[src/verilog/cell_seq_defines.svh]
// timing counts and field positions for the cell monitor conversion sequencer
// assumes a 10 MHz core clock
`ifndef CELL_SEQ_DEFINES_SVH
`define CELL_SEQ_DEFINES_SVH
`define CLK_PERIOD_NS     100
`define ACQ_STEP_NS       400
`define ACQ_STEP_CYC      ((`ACQ_STEP_NS + `CLK_PERIOD_NS - 1) / `CLK_PERIOD_NS)
`define SLOT_MIN_NS       1000
`define SLOT_MIN_CYC      ((`SLOT_MIN_NS + `CLK_PERIOD_NS - 1) / `CLK_PERIOD_NS)
`define SEQ_SEL_HI        15
`define SEQ_SEL_LO        14
`define AVG_HI            10
`define AVG_LO            9
`define ACQ_HI            6
`define ACQ_LO            5
`define CTRL_RESET        16'h0000
`define NUM_CELLS         6
`define NUM_TEMPS         6
`define NUM_CH            12
`define SELFTEST_CH       4'hc
`endif

[src/verilog/cell_seq_pkg.sv]
// types for the cell monitor conversion sequencer
// assumes cell_seq_defines.svh is compiled alongside
package cell_seq_pkg;
  typedef enum logic [1:0] {
    seq_all_t_sel, seq_odd_temps, seq_volts_only, seq_self_test
  } seq_sel_t;
  typedef enum logic [2:0] {
    st_idle, st_acq, st_conv, st_store
  } seq_state_t;
endpackage

[src/verilog/cell_monitor_conv_sequencer.sv]
// conversion sequencer: start detection, mux stepping, acquisition, averaging, results
// assumes an analog front end giving a comparator answer against o_dac_code
`timescale 1ns/10ps
`include "cell_seq_defines.svh"
module cell_monitor_conv_sequencer
  import cell_seq_pkg::*;
#(
  parameter int BITS = 12
) (
  input  wire logic             i_core_clk,
  input  wire logic             i_rst_n,
  input  wire logic             i_conv_start_n,
  input  wire logic             i_spi_cs_n,
  input  wire logic [15:0]      i_ctrl,
  input  wire logic             i_ctrl_wr,
  input  wire logic             i_src_is_spi,
  input  wire logic             i_cmp_above,
  input  wire logic [3:0]       i_rd_ch,
  output logic      [3:0]       o_mux_sel,
  output logic                  o_mux_temp,
  output logic                  o_hold,
  output logic      [BITS-1:0]  o_dac_code,
  output logic                  o_busy,
  output logic                  o_seq_done,
  output logic      [BITS-1:0]  o_rd_data,
  output logic      [15:0]      o_ctrl
);
  logic [15:0]      ctrl_r;
  logic             src_spi_r;
  logic [1:0]       cnv_sync_r;
  logic [1:0]       cs_sync_r;
  logic             cnv_prev_r;
  logic             cs_prev_r;
  seq_state_t       state_r;
  logic [3:0]       ch_r;
  logic [3:0]       avg_cnt_r;
  logic [BITS+2:0]  acc_r;
  logic [4:0]       tmr_r;
  logic [BITS-1:0]  result_r [`NUM_CH];
  logic             sar_start;
  logic             sar_done;
  logic [BITS-1:0]  sar_code;
  logic [BITS-1:0]  sar_trial;

  wire [1:0] seq_sel  = ctrl_r[`SEQ_SEL_HI:`SEQ_SEL_LO];
  wire [1:0] avg_sel  = ctrl_r[`AVG_HI:`AVG_LO];
  wire [1:0] acq_sel  = ctrl_r[`ACQ_LO+1:`ACQ_LO];
  // averaging count 1, 2, 4 or 8
  wire [3:0] avg_num  = 4'h1 << avg_sel;
  // acquisition 400 ns per step
  wire [4:0] acq_cyc  = 5'((32'(acq_sel) + 32'd1) * `ACQ_STEP_CYC);
  wire       pin_fall = cnv_prev_r & ~cnv_sync_r[1];
  wire       cs_rise  = ~cs_prev_r & cs_sync_r[1];
  wire       trig     = src_spi_r ? cs_rise : pin_fall;
  wire       is_temp  = ch_r >= 4'(`NUM_CELLS);
  wire       self_tst = seq_sel == 2'(seq_self_test);
  // channel after ch_r given the selected set, all ones when done
  wire [3:0] nxt_ch =
      self_tst                               ? 4'hf :
      (ch_r < 4'(`NUM_CELLS - 1))            ? ch_r + 4'h1 :
      (seq_sel == 2'(seq_volts_only))        ? 4'hf :
      (seq_sel == 2'(seq_odd_temps))         ? ((ch_r == 4'h5) ? 4'h6 :
                                                (ch_r < 4'ha) ? ch_r + 4'h2 : 4'hf) :
      (ch_r < 4'(`NUM_CH - 1))               ? ch_r + 4'h1 : 4'hf;
  wire [3:0] first_ch = self_tst ? `SELFTEST_CH : 4'h0;
  // average in straight binary, truncating
  wire [BITS+2:0] acc_sum = acc_r + (BITS+3)'(sar_code);
  // acc_r already holds the last code by the store cycle, so sar_code is not added again
  wire [BITS-1:0] avg_res = BITS'(acc_r >> avg_sel);

  assign sar_start  = state_r == st_acq && tmr_r == 5'd0;
  assign o_hold     = state_r == st_conv;
  assign o_mux_sel  = is_temp ? ch_r - 4'(`NUM_CELLS) : ch_r;
  // temp channels span 0-5 V, cell pairs 1-5 V in the front end
  assign o_mux_temp = is_temp;
  assign o_dac_code = sar_trial;
  assign o_busy     = state_r != st_idle;
  assign o_ctrl     = ctrl_r;

  sar_core #(.BITS(BITS)) u_sar (
    .i_core_clk  (i_core_clk),
    .i_rst_n     (i_rst_n),
    .i_start     (sar_start),
    .i_cmp_above (i_cmp_above),
    .o_trial     (sar_trial),
    .o_code      (sar_code),
    .o_done      (sar_done)
  );

  always_ff @(posedge i_core_clk) begin
    if (!i_rst_n) begin
      cnv_sync_r <= 2'h3;
      cs_sync_r  <= 2'h3;
      cnv_prev_r <= 1'b1;
      cs_prev_r  <= 1'b1;
    end else begin
      cnv_sync_r <= {cnv_sync_r[0], i_conv_start_n};
      cs_sync_r  <= {cs_sync_r[0], i_spi_cs_n};
      cnv_prev_r <= cnv_sync_r[1];
      cs_prev_r  <= cs_sync_r[1];
    end
  end

  always_ff @(posedge i_core_clk) begin
    if (!i_rst_n) begin
      ctrl_r    <= `CTRL_RESET;
      src_spi_r <= 1'b0;
    end else if (i_ctrl_wr) begin
      ctrl_r    <= i_ctrl;
      src_spi_r <= i_src_is_spi;
    end
  end

  always_ff @(posedge i_core_clk) begin
    if (!i_rst_n) begin
      state_r    <= st_idle;
      ch_r       <= 4'h0;
      avg_cnt_r  <= 4'h0;
      acc_r      <= '0;
      tmr_r      <= 5'd0;
      o_seq_done <= 1'b0;
    end else begin
      o_seq_done <= 1'b0;
      case (state_r)
        st_idle: begin
          // first cell already tracking, so the edge holds at once
          if (trig) begin
            state_r   <= st_acq;
            ch_r      <= first_ch;
            tmr_r     <= 5'd0;
            avg_cnt_r <= 4'h0;
            acc_r     <= '0;
          end
        end
        st_acq: begin
          // a new start here or later is ignored
          if (tmr_r == 5'd0) begin
            state_r <= st_conv;
          end else begin
            tmr_r <= tmr_r - 5'd1;
          end
        end
        st_conv: begin
          if (sar_done) begin
            acc_r     <= acc_sum;
            avg_cnt_r <= avg_cnt_r + 4'h1;
            state_r   <= st_store;
          end
        end
        st_store: begin
          // next slot: acquisition sized so each slot stays above 1 us
          tmr_r <= acq_cyc - 5'd1;
          if (avg_cnt_r != avg_num) begin
            state_r <= st_acq;
          end else begin
            avg_cnt_r <= 4'h0;
            acc_r     <= '0;
            if (nxt_ch == 4'hf) begin
              ch_r       <= 4'h0;
              state_r    <= st_idle;
              o_seq_done <= 1'b1;
            end else begin
              ch_r    <= nxt_ch;
              state_r <= st_acq;
            end
          end
        end
        default: state_r <= st_idle;
      endcase
    end
  end

  // one result register per cell and temp channel; the self-test channel has none
  genvar g;
  generate
    for (g = 0; g < `NUM_CH; g = g + 1) begin : g_res
      always_ff @(posedge i_core_clk) begin
        if (!i_rst_n) begin
          result_r[g] <= '0;
        end else if (state_r == st_store && avg_cnt_r == avg_num
                     && ch_r == 4'(g)) begin
          result_r[g] <= avg_res;
        end
      end
    end
  endgenerate

  always_ff @(posedge i_core_clk) begin
    if (!i_rst_n) begin
      o_rd_data <= '0;
    end else begin
      o_rd_data <= (i_rd_ch < 4'(`NUM_CH)) ? result_r[i_rd_ch] : '0;
    end
  end
endmodule // cell_monitor_conv_sequencer

[src/verilog/sar_core.sv]
// 12-bit successive approximation engine, one bit decided per clock
// assumes the comparator input settles within one core clock
`timescale 1ns/10ps
module sar_core #(
  parameter int BITS = 12
) (
  input  wire logic            i_core_clk,
  input  wire logic            i_rst_n,
  input  wire logic            i_start,
  input  wire logic            i_cmp_above,
  output logic      [BITS-1:0] o_trial,
  output logic      [BITS-1:0] o_code,
  output logic                 o_done
);
  logic [BITS-1:0] trial_r;
  logic [BITS-1:0] mask_r;
  logic            busy_r;
  logic [BITS-1:0] kept;

  // keep the trial bit when the input sits at or above the trial level
  assign kept    = i_cmp_above ? trial_r : (trial_r & ~mask_r);
  assign o_trial = trial_r;

  always_ff @(posedge i_core_clk) begin
    if (!i_rst_n) begin
      trial_r <= '0;
      mask_r  <= '0;
      busy_r  <= 1'b0;
      o_code  <= '0;
      o_done  <= 1'b0;
    end else begin
      o_done <= 1'b0;
      if (i_start && !busy_r) begin
        mask_r  <= {1'b1, {(BITS-1){1'b0}}};
        trial_r <= {1'b1, {(BITS-1){1'b0}}};
        busy_r  <= 1'b1;
      end else if (busy_r) begin
        mask_r  <= mask_r >> 1;
        trial_r <= kept | (mask_r >> 1);
        if (mask_r[0]) begin
          busy_r <= 1'b0;
          o_code <= kept;
          o_done <= 1'b1;
        end
      end
    end
  end
endmodule // sar_core

[config.mk]
export PLATFORM = sky130hd
export DESIGN_NAME = cell_monitor_conv_sequencer
export DESIGN_NICKNAME = d
export VERILOG_FILES = /design/src/verilog/cell_seq_pkg.sv /design/src/verilog/cell_monitor_conv_sequencer.sv /design/src/verilog/sar_core.sv
export VERILOG_INCLUDE_DIRS = /design/src /design/src/verilog
export SDC_FILE = /design/constraint.sdc
export NUM_CORES = 1
export LEC_CHECK = 0
export BUFFER_PORTS_ARGS = -buffer_cell sky130_fd_sc_hd__buf_2
export CORE_AREA = 8 8 178 180
export CTS_BUF_LIST = sky130_fd_sc_hd__clkbuf_2
export DETAILED_ROUTE_END_ITERATION = 7
export DIE_AREA = 0 0 186 188
export PLACE_DENSITY_LB_ADDON = 0.1
export SETUP_SLACK_MARGIN = 0.2
export SYNTH_ARGS = -nofsm -noshare
export SYNTH_HDL_FRONTEND = slang
export SYNTH_SLANG_ARGS = --single-unit
[constraint.sdc]
create_clock -name i_core_clk -period 4.1 [get_ports i_core_clk]
set_clock_uncertainty 0.1 [all_clocks]
set_input_delay 0.205 -clock i_core_clk [delete_from_list [all_inputs] [get_ports i_core_clk]]
set_output_delay 0.205 -clock i_core_clk [all_outputs]
set_load 0.02 [all_outputs]
==> results.tsv <==
stage	metric	value	unit
status	status	completed	
power	Internal Power	4000	µW
cts	CTS root buffer	clkbuf_2	
cells_and_area	NumNets Final	1238	
cells_and_area	area grow syn2layout	18.3	%
floorplanning	Core ar.	29000	µm²
cells_and_area	Final Util	46.4	%
route	Initial DRC Count	425	
power	Power per Cell Area	429	nW/µm²
yosys	adder-cell area share of the yosys netlist	3.12	%
cts	clk_lat worst skew	0.81	ns
timing	RSZ-0062 raised after global routing	no	
yosys	Synth Area in Compound Gates	9.12	%
global_routing	number of global-route vias before repair	8460	
timing	Final setup viols	0	
route	routed wire length per instance	17.8	µm
floorplanning	die height	188	µm
floorplanning	Die Width	186	µm
route	vias per std cell	5.01	
placed_design	number of port buffers	74	
power	Pwr Total	5780	µW
cells_and_area	share of cells above drive strength 1	22.4	%
floorplanning	IO Count	75	
yosys	post-synthesis cell type count	60	
power	Static Leak	0.00517	µW
cells_and_area	leading cell types in the layout, fill and taps excluded	193 x nor2_1, 144 x edfxtp_1, 107 x clkbuf_2, 104 x dfxtp_1, 80 x nand2_1	
timing	Setup TNS	0	ns
route	DRC Markers	0	
hold_path	Hold Path Class	input pin to flip-flop	
yosys	Synth Flop Type	edfxtp_1	
power	Clock Power Share	33.0	%
setup_path	Setup crit end kind	flip-flop	
yosys	FF+latch count, synth	248	
yosys	Cells after Synth	1019	
global_routing	largest net degree at the start of global routing	45	
cells_and_area	Fillers	2878	
setup_path	crit start category	flip-flop	
power	register share of total power	48.8	%
cts	CTS Buf Count	71	
power	P_sw	1780	µW
placed_design	# placed instances	1440	
setup_path	CP max-delay cell	dfxtp_1	
cells_and_area	most common cell after layout, fill and taps aside	nor2_1	
cells_and_area	fin cells	1623	
cts	H-tree depth	3	
setup_path	Worst Path Arrival	3.71	ns
yosys	syn_nets	1073	
timing	Max Clock Freq	0.312	GHz
timing	final hold violation count	0	
yosys	Post-Synth XOR/XNOR Area	1.39	%
timing	worst hold slack	0.251	ns
timing	Slew headroom	28.0	%
setup_path	WS Path Type	flip-flop to flip-flop	
job	max-cap viol count	0	
yosys	mux cell area share after synthesis	11.6	%
setup_path	Top delay family on crit path	simple AND/OR/NAND/NOR gates	
cells_and_area	multi-input logic area	4590	µm²
route	DR pass1 iterations	4	
setup_path	Crit. Startpoint	o_ctrl[10]	
yosys	YS warnings	0	
yosys	average cell area after synthesis	11.2	µm²
yosys	Post-Synth Simple-Gate Area	14.9	%
route	Final ANT Viol Nets	0	
yosys	post-synthesis cell area	11400	µm²
setup_path	Data required, critical path	4.61	ns
power	sw frac	30.8	%
route	routed vias	8128	
timing	final-report max-slew violation count	0	
floorplanning	row cnt	63	
yosys	largest family of logic cells by synthesized area	simple AND/OR/NAND/NOR gates	
timing	minimum clock period	3.20	ns
global_routing	Total GRT Usage	16.7	%
setup_path	CP Buf/Inv Count	0	
power	Max rail drop VDD	0.243	mV
power	Comb power frac	18.3	%
global_routing	grt ovf	0	
hold_path	hold wc startpoint	i_cmp_above	
cts	CTS clk-pin slew, worst paths	0.09	ns
setup_path	Crit Reg-Reg Startpoint	o_ctrl[10]	
floorplanning	Initial Utilization	39.2	%
cells_and_area	Seq. cell area	6410	µm²
placed_design	GPL Wtd Cong	0.772	
floorplanning	die area	35000	µm²
setup_path	crit-path most repeated cell	nor2_1	
global_routing	first-pass GRT wire length	45700	µm
placed_design	Detail Placement HPWL	18800	µm
setup_path	worst-path maximum fanout	19	
setup_path	Critical Path, Cell by Cell	nand3b_1 > a2111oi_2 > nor2_1 > nor2_2 > and2_1 > nand3_1 > nor2_1	
yosys	Async SR Flop Fraction	0	%
yosys	Post-synth EDFFs	144	
timing	period utilisation layout	78.1	%
route	final wirelength	28900	µm
timing	Worst Max-Slew Pin Slew	1.06	ns
setup_path	max incr delay on CP	0.79	ns
cts	clock sink total	248	
cts	CTS tree	yes	
cts	CTS max path bufs	3	
global_routing	initial antenna violation count	1	
yosys	register area share after synthesis	56.3	%
==> sequential cells by signal (all words and copies together), names as in the netlist, 2 cells and up <==
name	flops
cs_sync_r	2
u_sar.o_trial	12
avg_cnt_r	4
u_sar.o_code	12
o_rd_data	12
result_r	144
ch_r	4
state_r	2
tmr_r	5
o_ctrl	16
cnv_sync_r	2
acc_r	15
u_sar.mask_r	12
==> final timing paths <==
path,slack (ns),to,depth (start not counted)
worst max-delay path,0.90,result_r[4][0],7
worst min-delay path,0.25,u_sar.o_code[0],3
worst max register to register,0.90,result_r[4][0],7
worst min register to register,0.32,cs_sync_r[1],1
==> tightest hold or removal path, delay by kind of cell <==
family	cells	cell delay (ns)
buffers and inverters	2	0.74
AOI/OAI and AO/OA	1	0.19
==> power by group through the flow <==
stage | registers, µW | logic, µW | clock network (µW)
2_1_floorplan | 2860 | 725 | 0
3_3_place_gp | 2870 | 1000 | 0
3_5_place_dp | 2880 | 1010 | 0
4_1_cts | 2820 | 1060 | 1980
5_1_grt | 2830 | 1160 | 2110
6_report | 2820 | 1060 | 1900
==> metal layers <==
| layer | up-vias | wire length (µm) | global-route usage (%) |
|---|---|---|---|
| met2 | 168 | 14300 | 28.6 |
| met3 | 54 | 1130 | 3.23 |
| met5 | - | 0 | 0 |
| met1 | 3895 | 12600 | 20.2 |
| met4 | 0 | 796 | 6.99 |
| li1 | 4011 | - | - |
==> through the flow <==
step	setup WS (ns)	cell area (µm²)
global placement	0.687	12200
floorplan	0.857	11400
finish	0.897	13500
global route	0.427	13500
detailed placement	0.664	12200
CTS	0.626	13400
==> kinds of logic (layout without fill, tap and decap cells) <==
group	count (synthesis)	count (layout)
simple gates	381	381
flops	248	248
compound gates	157	157
buf+inv	101	314
mux	86	86
fa+ha+maj	28	28
xor+xnor	18	18
other cells	0	1
==> cell usage after synthesis, types with 8 or more instances <==
library cell | count | area (µm²)
a211oi_1 | 9 | 67.6
and2_1 | 17 | 106
ha_1 | 26 | 325
buf_1 | 8 | 30.0
nand2_1 | 80 | 300
mux4_2 | 36 | 811
o21ai_0 | 32 | 160
buf_2 | 11 | 55.1
inv_1 | 30 | 113
nor2_1 | 194 | 728
dfxtp_1 | 104 | 2080
mux2i_1 | 40 | 400
o22ai_1 | 12 | 75.1
clkbuf_1 | 50 | 188
a21o_1 | 8 | 60.1
a21oi_1 | 53 | 265
edfxtp_1 | 144 | 4320
xor2_1 | 9 | 78.8
xnor2_1 | 9 | 78.8
mux2_2 | 10 | 113
nand2b_1 | 33 | 206
a32o_1 | 13 | 130
nand3_1 | 25 | 125
==> area by class of cell <==
type	instances	area share, %
clock inverters	14	1.00
diodes	1	0.0186
flip-flops and latches	248	47.6
well taps	390	3.63
inverters	31	0.865
clock buffers	107	3.98
multi-input cells	670	34.1
repair buffers	162	8.80
==> timing repair <==
| action | in CTS | in global routing |
|---|---|---|
| endpoints found under the setup margin | 0 | 1 |
| setup buffers | 0 | 0 |
| endpoints found under the hold margin | 57 | 0 |
| hold buffers | 61 | 0 |
| gates resized for setup | 0 | 1 |
Note: power is estimated with default switching activity, not from simulation.
